**config.mk**
```make
export PLATFORM = sky130hd
export DESIGN_NAME = lapc_port
export DESIGN_NICKNAME = d
export VERILOG_FILES = /design/src/verilog/lapc_pkg.sv /design/src/verilog/lapc_act_hold.sv /design/src/verilog/lapc_gap_timer.sv /design/src/verilog/lapc_port.sv
export SDC_FILE = /design/constraint.sdc
export NUM_CORES = 1
export LEC_CHECK = 0
export ABC_AREA = 1
export BUFFER_PORTS_ARGS = -buffer_cell sky130_fd_sc_hd__buf_2
export CORE_MARGIN = 2
export CORE_UTILIZATION = 45
export DETAILED_ROUTE_END_ITERATION = 8
export GPL_TIMING_DRIVEN = 0
export PLACE_DENSITY = 0.77
export SLEW_MARGIN = 20
export SYNTH_ARGS = -nofsm -noshare
export SYNTH_HDL_FRONTEND = slang
export SYNTH_SLANG_ARGS = --single-unit
```
**constraint.sdc**
```tcl
create_clock -name core_clk -period 3.6 [get_ports core_clk]
set_input_delay 0.18 -clock core_clk [delete_from_list [all_inputs] [get_ports core_clk]]
set_output_delay 0.18 -clock core_clk [all_outputs]
set_load 0.03 [all_outputs]
```
**src/verilog/lapc_pkg.sv**
```systemverilog
package lapc_pkg;

  // core clock period
  localparam int CLK_PERIOD_PS = 10000;

  // exit propagation bound between partition ports
  localparam int EXIT_LATENCY_NS = 1000;
  localparam int EXIT_LATENCY_CYC = (EXIT_LATENCY_NS * 1000) / CLK_PERIOD_PS;

  // endpoint gap after a rejection while staying in L0
  localparam int EP_GAP_NS = 10000;

  // reject timer granularity and range, in 100 ns steps
  localparam int GAP_UNIT_NS = 100;
  localparam int GAP_UNIT_CYC = (GAP_UNIT_NS * 1000 + CLK_PERIOD_PS - 1) / CLK_PERIOD_PS;
  localparam int GAP_W = 10;
  localparam logic [GAP_W-1:0] GAP_MIN = 10'h001;
  localparam logic [GAP_W-1:0] GAP_MAX = 10'h280;
  localparam logic [GAP_W-1:0] GAP_RST = 10'h05f;
  localparam int UNIT_W = 4;

  // activity hold and expander update period
  localparam int ACT_HOLD_MS = 200;
  localparam int EXP_PERIOD_MS = 40;
  localparam int EXP_PERIOD_CYC = (EXP_PERIOD_MS * 1000000) / (CLK_PERIOD_PS / 1000);
  localparam int ACT_HOLD_PERIODS = ACT_HOLD_MS / EXP_PERIOD_MS;
  localparam int EXP_W = 32;
  localparam int HOLD_W = 3;

  // register map (word offsets are byte addresses)
  localparam int ADDR_W = 8;
  localparam logic [ADDR_W-1:0] LINK_CTRL_OFS = 8'h00;
  localparam logic [ADDR_W-1:0] REJ_TIMER_OFS = 8'h04;
  localparam logic [ADDR_W-1:0] STATUS_OFS = 8'h08;

  // link_control_register fields
  localparam int ASPM_L1_BIT = 1;
  // l1_reject_timer_ctrl_reg fields
  localparam int GAP_LSB = 0;
  localparam int TSS_BIT = 16;

  // link training states
  typedef enum logic [3:0] {
    LTS_DETECT = 4'h0,
    LTS_POLLING = 4'h1,
    LTS_CONFIG = 4'h2,
    LTS_L0 = 4'h3,
    LTS_L0S = 4'h4,
    LTS_L1 = 4'h5,
    LTS_RECOVERY = 4'h6,
    LTS_DISABLED = 4'h7
  } lapc_ltssm_t;

  // entry request handshake states, gray on every transition except IDLE to NAK
  typedef enum logic [1:0] {
    ST_IDLE = 2'b00,
    ST_ACK = 2'b01,
    ST_NAK = 2'b11,
    ST_GAP = 2'b10
  } lapc_state_t;

endpackage

```
**src/verilog/lapc_act_hold.sv**
```systemverilog
`timescale 1ns/1ps
// expander pacing and activity stretch
module lapc_act_hold
  import lapc_pkg::*;
#(
  parameter int PERIOD_CYC = EXP_PERIOD_CYC
)
(
  input wire logic core_clk,
  input wire logic reset,
  input wire logic tlp_seen,
  input wire logic link_up_now,
  output logic link_up_n,
  output logic active_n
);
  logic [EXP_W-1:0] tick_r;
  logic [HOLD_W-1:0] hold_r;
  logic pend_r;
  logic tick;

  assign tick = (tick_r == EXP_W'(PERIOD_CYC - 1));

  // update period counter
  always_ff @(posedge core_clk) begin
    if (reset) tick_r <= '0;
    else if (tick) tick_r <= '0;
    else tick_r <= tick_r + EXP_W'(1);
  end

  // activity captured between updates
  always_ff @(posedge core_clk) begin
    if (reset) pend_r <= 1'b0;
    else if (tick) pend_r <= 1'b0;
    else if (tlp_seen) pend_r <= 1'b1;
  end

  // hold count in update periods
  always_ff @(posedge core_clk) begin
    if (reset) begin
      hold_r <= '0;
    end else if (tick) begin
      if (pend_r || tlp_seen) hold_r <= HOLD_W'(ACT_HOLD_PERIODS);
      else if (hold_r != '0) hold_r <= hold_r - HOLD_W'(1);
    end
  end

  // outputs change only on update ticks
  always_ff @(posedge core_clk) begin
    if (reset) begin
      link_up_n <= 1'b1;
      active_n <= 1'b1;
    end else if (tick) begin
      link_up_n <= !link_up_now;
      active_n <= !(pend_r || tlp_seen || hold_r > HOLD_W'(1));
    end
  end
endmodule

```
**src/verilog/lapc_gap_timer.sv**
```systemverilog
`timescale 1ns/1ps
// minimum-gap timer armed after a rejection
module lapc_gap_timer
  import lapc_pkg::*;
(
  input wire logic core_clk,
  input wire logic reset,
  input wire logic start,
  input wire logic rx_active,
  input wire logic alt_mode,
  input wire logic [GAP_W-1:0] gap,
  output logic busy
);
  logic armed_r;
  logic running_r;
  logic [UNIT_W-1:0] unit_r;
  logic [GAP_W-1:0] left_r;

  // arming and counting in 100 ns units
  always_ff @(posedge core_clk) begin
    if (reset) begin
      armed_r <= 1'b0;
      running_r <= 1'b0;
      unit_r <= '0;
      left_r <= '0;
    end else if (start) begin
      armed_r <= 1'b1;
      running_r <= !alt_mode;
      unit_r <= '0;
      left_r <= gap;
    end else if (armed_r && !running_r) begin
      running_r <= !rx_active;
    end else if (running_r) begin
      if (unit_r == UNIT_W'(GAP_UNIT_CYC - 1)) begin
        unit_r <= '0;
        if (left_r <= GAP_W'(1)) begin
          armed_r <= 1'b0;
          running_r <= 1'b0;
        end
        left_r <= left_r - GAP_W'(1);
      end else begin
        unit_r <= unit_r + UNIT_W'(1);
      end
    end
  end

  assign busy = armed_r;
endmodule

```
**src/verilog/lapc_port.sv**
```systemverilog
// The register addresses and the strobed register port were left to the implementer.
`timescale 1ns/1ps
// Summary of operation
// - downstream port exits L1 when TLP queued
// - follow upstream exit within 1 us
// - answer entry requests only when enabled
// - accept by repeating ack until idle
// - reject with exactly one nak message
// - reject when a TLP is queued
// - per-port gap timer, 100 ns to 64 us
// - requests inside gap are ignored
// - gap defaults to 9.5 us
// - default mode starts timer at nak
// - alternate mode waits for quiet receive lanes
// - link-up and activity outputs per port
// - link-up follows L0/L0s/L1/Recovery
// - activity on non-vendor TLPs
// - activity holds at least 200 ms
// - expander updates at most every 40 ms
// - upstream follows downstream exit within 1 us
module lapc_port
  import lapc_pkg::*;
#(
  parameter int EXP_PERIOD = EXP_PERIOD_CYC
)
(
  input wire logic core_clk,
  input wire logic reset,
  input wire logic upstream_mode,
  input wire lapc_pkg::lapc_ltssm_t ltssm_state,
  input wire logic tlp_pending,
  input wire logic partner_exit,
  input wire logic rx_req_l1,
  input wire logic rx_eidle,
  input wire logic rx_active,
  input wire logic nak_done,
  input wire logic tlp_tx,
  input wire logic tlp_rx,
  input wire logic tlp_vendor,
  input wire logic [lapc_pkg::ADDR_W-1:0] reg_addr,
  input wire logic [31:0] reg_wdata,
  input wire logic reg_wr,
  input wire logic reg_rd,
  output logic [31:0] reg_rdata,
  output logic l1_exit_req,
  output logic send_ack,
  output logic send_nak,
  output logic enter_l1,
  output logic port_link_up_indicator,
  output logic port_activity_indicator
);
  import lapc_pkg::*;

  lapc_state_t state_r;
  logic aspm_l1_en_r;
  logic aspm_other_r;
  logic [GAP_W-1:0] min_l1_request_gap_r;
  logic timer_start_select_r;
  logic req_seen_r;
  logic [31:0] acc_cnt_r;
  logic [31:0] rej_cnt_r;
  logic [31:0] rd_nxt;
  logic gap_busy;
  logic gap_start;
  logic new_req;
  logic in_l1;
  logic link_up_now;
  logic tlp_seen;
  logic [GAP_W-1:0] wgap;

  assign in_l1 = (ltssm_state == LTS_L1);
  assign link_up_now = (ltssm_state == LTS_L0) || (ltssm_state == LTS_L0S) ||
                       (ltssm_state == LTS_L1) || (ltssm_state == LTS_RECOVERY);
  assign tlp_seen = (tlp_tx || tlp_rx) && !tlp_vendor;
  assign wgap = reg_wdata[GAP_LSB +: GAP_W];

  // a request counts only once the gap has passed and on a fresh arrival
  assign new_req = rx_req_l1 && !gap_busy && !req_seen_r && !upstream_mode;
  assign gap_start = (state_r == ST_NAK) && nak_done;

  // link control register
  always_ff @(posedge core_clk) begin
    if (reset) begin
      aspm_l1_en_r <= 1'b0;
      aspm_other_r <= 1'b0;
    end else if (reg_wr && reg_addr == LINK_CTRL_OFS) begin
      aspm_l1_en_r <= reg_wdata[ASPM_L1_BIT];
      aspm_other_r <= reg_wdata[0];
    end
  end

  // reject timer control register, gap clamped into range
  always_ff @(posedge core_clk) begin
    if (reset) begin
      min_l1_request_gap_r <= GAP_RST;
      timer_start_select_r <= 1'b0;
    end else if (reg_wr && reg_addr == REJ_TIMER_OFS) begin
      if (wgap < GAP_MIN) min_l1_request_gap_r <= GAP_MIN;
      else if (wgap > GAP_MAX) min_l1_request_gap_r <= GAP_MAX;
      else min_l1_request_gap_r <= wgap;
      timer_start_select_r <= reg_wdata[TSS_BIT];
    end
  end

  // request stream edge tracker: a continuous burst is one request
  // the gap rearms it, so a stream held past the gap is heard (no live-lock)
  always_ff @(posedge core_clk) begin
    if (reset) req_seen_r <= 1'b0;
    else if (!rx_req_l1) req_seen_r <= 1'b0;
    else if (state_r == ST_GAP) req_seen_r <= 1'b0;
    else if (state_r == ST_IDLE && !gap_busy && aspm_l1_en_r) req_seen_r <= 1'b1;
  end

  // entry request handshake
  always_ff @(posedge core_clk) begin
    if (reset) begin
      state_r <= ST_IDLE;
    end else begin
      unique case (state_r)
        ST_IDLE: begin
          if (new_req && aspm_l1_en_r) begin
            if (tlp_pending) state_r <= ST_NAK;
            else state_r <= ST_ACK;
          end
        end
        ST_ACK: begin
          if (rx_eidle || !link_up_now) state_r <= ST_IDLE;
          else if (tlp_pending) state_r <= ST_IDLE;
        end
        ST_NAK: begin
          if (nak_done) state_r <= ST_GAP;
        end
        ST_GAP: begin
          if (!gap_busy && !gap_start) state_r <= ST_IDLE;
        end
      endcase
    end
  end

  // outputs to the link layer
  always_ff @(posedge core_clk) begin
    if (reset) begin
      send_ack <= 1'b0;
      send_nak <= 1'b0;
      enter_l1 <= 1'b0;
    end else begin
      send_ack <= (state_r == ST_IDLE && new_req && aspm_l1_en_r && !tlp_pending) ||
                  (state_r == ST_ACK && !rx_eidle && link_up_now && !tlp_pending);
      // single-cycle request for one nak message
      send_nak <= state_r == ST_IDLE && new_req && aspm_l1_en_r && tlp_pending;
      enter_l1 <= state_r == ST_ACK && rx_eidle;
    end
  end

  // L1 exit initiation
  always_ff @(posedge core_clk) begin
    if (reset) l1_exit_req <= 1'b0;
    else l1_exit_req <= in_l1 && (tlp_pending || partner_exit);
  end

  // event counters for status
  always_ff @(posedge core_clk) begin
    if (reset) begin
      acc_cnt_r <= '0;
      rej_cnt_r <= '0;
    end else begin
      if (state_r == ST_ACK && rx_eidle) acc_cnt_r <= acc_cnt_r + 32'h1;
      if (gap_start) rej_cnt_r <= rej_cnt_r + 32'h1;
    end
  end

  // read mux
  always_comb begin
    rd_nxt = '0;
    unique case (reg_addr)
      LINK_CTRL_OFS: rd_nxt = {30'h0, aspm_l1_en_r, aspm_other_r};
      REJ_TIMER_OFS: begin
        rd_nxt[GAP_LSB +: GAP_W] = min_l1_request_gap_r;
        rd_nxt[TSS_BIT] = timer_start_select_r;
      end
      STATUS_OFS: rd_nxt = {rej_cnt_r[11:0], acc_cnt_r[11:0], 2'h0, gap_busy,
                            link_up_now, 2'h0, state_r};
      default: rd_nxt = '0;
    endcase
  end

  // read data one cycle after the strobe, zero otherwise
  always_ff @(posedge core_clk) begin
    if (reset) reg_rdata <= '0;
    else if (reg_rd) reg_rdata <= rd_nxt;
    else reg_rdata <= '0;
  end

  lapc_gap_timer u_gap (
    .core_clk(core_clk),
    .reset(reset),
    .start(gap_start),
    .rx_active(rx_active),
    .alt_mode(timer_start_select_r),
    .gap(min_l1_request_gap_r),
    .busy(gap_busy)
  );

  // per-port status toward the expander
  lapc_act_hold #(.PERIOD_CYC(EXP_PERIOD)) u_act (
    .core_clk(core_clk),
    .reset(reset),
    .tlp_seen(tlp_seen),
    .link_up_now(link_up_now),
    .link_up_n(port_link_up_indicator),
    .active_n(port_activity_indicator)
  );
endmodule
```
# == After elaboration in Yosys (flattened, before gate mapping) ==
# Index checks and enable logic that the tools add are counted.
# classes
n_addsub,6
order_cmp,4
eq_ne,16
mux,28
bitwise_logic,4
reduce_logical,59
# ops
cell,count
$add A32 B1 Y32 const B,3
$mux W10,6
$eq A32 B22 Y1 const B,1
$pmux W10 S3,1
$logic_and A1 B1 Y1,21
$eq A4 B3 Y1 const B,3
$logic_not A1 Y1,12
$mux W2,6
$gt A10 B10 Y1 const B,1
$le A10 B1 Y1 const B,1
$lt A10 B1 Y1 const B,1
$mux W1,10
$sub A10 B1 Y10 const B,1
$logic_or A1 B1 Y1,9
$eq A8 B3 Y1 const B,1
$eq A8 B4 Y1 const B,1
$logic_not A8 Y1,1
$pmux W2 S4,1
$reduce_and A4 Y1,2
$reduce_bool A2 Y1,4
$mux W3,2
$reduce_or A2 Y1,3
$reduce_or A3 Y1,2
$add A4 B1 Y4 const B,1
other kinds (16),23
# totals
regBits,170
inputBits,58
output_inout_bits,38
word_cells,140

# == Depth between registers and ports, before layout ==
# depth
word_depth,8
depth_mapped,10
depth_no_buf,9

# == Modules after synthesis ==
# From an unflattened synthesis, not the netlist that was laid out.
# unflattened
hier_cells,922
area_unflattened_um2,6288.5
# by_module_without_submodules
mod,n_inst,cells_per_inst,area_each_um2,seq_area_each_um2
lapc_port,1,435,3125.5,1521.5
lapc_act_hold,1,346,2209.6,760.7
lapc_gap_timer,1,141,953.4,320.3

# == Worst setup path before layout ==
# Ideal clock, no wire load.
# synth_timing
path_kind,register -> register
start,register u_act.tick_r[0]
end,register u_act.tick_r[14]
setup_ns,0.122
arrival_time_ns,1.407
required_time_ns,3.478
setup_slack_ns,2.072
stages_incl_launch_ff,10
path_buffers,1
period_less_slack_ns,1.528
path_cell_list,dfxtp_1 -> ha_1 -> nand2_1 -> nor2_4 -> nand2_2 -> nor2_2 -> nand2_2 -> nand2_4 -> buf_6 -> a21oi_1
# synth_via
elab_chain_cells,2
word_cells_on_any_way,3
classes_between,1 x add/sub; 1 x eq/ne; 1 x reduce/logical
# synth_rtl
item,line,text
from (decl),lapc_act_hold.sv:16,logic [EXP_W-1:0] tick_r;
from (signal assigned),lapc_act_hold.sv:27,else tick_r <= tick_r + EXP_W'(1);
"parallel branches: the longest is 2 deep, another holds $add A32 B1 Y32",n/a,
# Parallel ways; which one is timed is not known.
# A chain may end at the register's enable or synchronous reset.

# == Worst setup path in the final report ==
# layout_timing
start,register u_act.tick_r[0]
end,register u_act.tick_r[29]
# The elaborated chain is that of the path after synthesis.

==> summary.md <==
| Metric | Value |
|---|---|
| Status | `completed` |
| Final Max Slew Viols | `0` |
| Slew @ Worst Pin | `0.738 ns` |
| Min Clock Period, post-route | `1.87 ns` |
| Latest clock arrival within the worst-skew pair | `0.42 ns` |
| Crit Path Class | `reg -> reg` |
| Diodes inserted | `0` |
| PD cells | `452 mW/mm2` |
| Routed WL | `15.9 mm` |
| Pleak | `2.93 nW` |
| Setup crit end kind | `flop` |
| F_max | `533 MHz` |
| Final hold violation count | `0` |
| Multi-input gate area | `0.00308 mm2` |
| Startpoint types | `flop` |
| Number of setup buffers added after CTS | `0` |
| Vias in the first global route | `5497` |
| Starting density of the core | `46.5%` |
| Port bufs | `74` |
| Hold Path Class | `in -> reg` |
| Max Cap Viol | `0` |
| Critical Path Fanout Max | `10` |
| Synthesized netlist cell count | `919` |
| GRT Total Usage | `22.4%` |
| Layout cells sized above 1 | `14.0%` |
| Fillers | `1283` |
| DRT antenna net count | `0` |
| Register area | `0.00260 mm2` |
| Final setup vio count | `0` |
| Via density | `5.02` |
| Relative slew slack | `50.8%` |
| I/O Pins | `96` |
| Total grt overflow | `0` |
| RePlAce Congestion | `0.919` |
| RSZ-0062 raised after global routing | `no` |
| Syn nets | `985` |
| Final core occ | `55.9%` |
| Worst Hold Path EP | `timer_start_select_r` |
| Reg2reg end | `u_act.tick_r[29]` |
| Clock-pin transition on the worst setup and hold timing paths | `0.06 ns` |
| Die height | `121 um` |
| Row cnt | `42` |
| DRC | `0` |
| Worst path required time | `3.91 ns` |
| Crit path from | `u_act.tick_r[0]` |
| Tcrit/Tclk final | `52.1%` |
| R2R depth | `9` |
| TNS Setup | `0 ns` |
| Core Area | `0.0133 mm2` |
| Pwr Total | `3.37 mW` |
| First-pass GRT wire length | `26.0 mm` |
| Avg WL per Cell | `13.2 um` |
| Yosys reg bits | `130` |
| Area growth, synth to finish | `20.2%` |
| Sink Count | `130` |
| Root buffer cell | `clkbuf_16` |
| Nets | `1082` |
| Arr. time, crit path | `2.19 ns` |
| Worst IR Drop VDD | `0.457 mV` |
| Synth unique cells | `39` |
| Sequential fraction of the synthesis area | `42.0%` |
| DP Area | `0.00679 mm2` |
| First DRT Iteration DRCs | `569` |
| Most frequent cells in the layout | `256 x nand2_1, 160 x nor2_1, 130 x dfxtp_1` |
| Syn_area_per_cell | `6.75 um2` |
| Synth warn | `0` |
| Reg2reg setup slack | `1.73 ns` |
| CTS tree | `yes` |
| Die area | `0.0147 mm2` |
| Hold path depth | `3` |
| Synth Cell Area | `0.00620 mm2` |
| Largest net degree at the start of global routing | `17` |
| Clk buf depth | `2` |
| H-tree depth | `4` |
| Reg2reg start | `u_act.tick_r[0]` |
| Cts bufs inserted | `17` |
| Final HPWL DP | `11.6 mm` |
| DR vias | `6043` |
| Commonest non-fill, non-tap cell in the layout | `nand2_1` |
| Die width | `121 um` |
| Critical hold path startpoint | `reg_wdata[16]` |
| Antenna violations before repair | `0` |
| Final Instance Area | `0.00746 mm2` |
| Setup Skew | `0.00630 ns` |
| Worst hold slack | `0.0152 ns` |
| TritonRoute pass-1 iters | `5` |
through the flow:
step,setup WS (ns),std cells
CTS,1.76,1204
floorplan,2.07,919
global placement,1.80,1169
detailed placement,1.77,1169
finish,1.73,1204
global route,1.61,1204
flip-flops by register name (all words and copies together) (netlist names), 2 cells and up:
| signal | flops |
|---|---|
| acc_cnt_r | 12 |
| min_l1_request_gap_r | 10 |
| reg_rdata | 32 |
| rej_cnt_r | 12 |
| state_r | 2 |
| u_act.hold_r | 3 |
| u_act.tick_r | 32 |
| u_gap.left_r | 10 |
| u_gap.unit_r | 4 |
critical path: stages (launching register included):
cell	delay, ns
dfxtp_1	0.44
ha_1	0.28
nand2_1	0.13
nor2_4	0.16
nand2_2	0.14
nor2_2	0.14
nand2_2	0.10
nand2_4	0.12
buf_6	0.17
a21oi_1	0.05
layer usage:
layer | wire length, um | track usage, % | vias up | share of wire, %
li1 | - | - | 3079 | -
met1 | 7440 | 30.0 | 2759 | 47
met2 | 7250 | 36.4 | 190 | 46
met3 | 1000 | 5.12 | 15 | 6.3
met4 | 209 | 5.96 | 0 | 1.3
met5 | 0 | 0 | - | 0
synthesized netlist by cell type:
cell type	count	share of area, %
o21ai_1	1	0.081
or2_2	3	0.30
inv_2	3	0.18
nor2_1	160	9.7
nand3_2	2	0.32
clkinv_2	1	0.081
nand2_4	1	0.18
o31ai_1	1	0.12
buf_4	1	0.12
o21bai_1	2	0.24
o21ai_0	22	1.8
nand3_4	1	0.28
xnor2_1	1	0.14
o22ai_1	2	0.20
or3_1	1	0.10
nor3_4	1	0.26
a31oi_1	4	0.40
o211ai_1	3	0.36
nor3_1	31	2.5
a211oi_2	1	0.20
nor3b_1	1	0.12
nand4_1	7	0.71
buf_6	3	0.54
a21oi_1	66	5.3
inv_1	110	6.7
nor3_2	2	0.32
nand3b_1	10	1.2
buf_2	4	0.32
nor2_4	6	1.1
nand3_1	39	3.1
buf_1	2	0.12
ha_1	8	1.6
xor2_1	16	2.3
nor2_2	4	0.40
nand2_1	256	15
dfxtp_1	130	42
o21a_1	1	0.12
nand2_2	7	0.71
clkbuf_1	5	0.30
cell families (layout without fill, tap and decap cells):
| family | after synthesis | count (layout) | synth area share (%) |
|---|---|---|---|
| simple gates | 532 | 532 | 36.8 |
| buf+inv | 129 | 238 | 8.33 |
| fa+ha+maj | 8 | 8 | 1.61 |
| compound gates | 103 | 103 | 8.84 |
| flops | 130 | 130 | 42.0 |
| xor+xnor | 17 | 17 | 2.40 |
power by group:
group | total [mW] | internal (mW) | switching, mW
clock network | 1.83 | 1.18 | 0.651
registers | 1.45 | 1.44 | 0.00373
logic | 0.0975 | 0.0345 | 0.0631
area by class of cell:
class                      instances  share of cell area [%]
clock inverter                    12                    2.43
clock buffer                      19                    5.94
sequential                       130                    34.9
multi-input combinational        660                    41.3
buffer                            15                    1.17
tap                              176                    2.95
inverter                         114                    5.76
timing repair buffer              78                    5.50
what timing repair did:
item                                   CTS  global route
resized for setup                        0             0
hold buffers                             4             0
endpoints found under the hold margin    4             0
worst max-delay path by stage:
stage                                   to  slack [ns]
after floorplan           u_act.tick_r[14]        2.07
after global placement     u_act.tick_r[3]        1.80
after detailed placement  u_act.tick_r[31]        1.77
after CTS                 u_act.tick_r[23]        1.76
after global routing       u_act.tick_r[5]        1.61
final                     u_act.tick_r[29]        1.73
No activity file was read; power rests on OpenSTA's default activity.
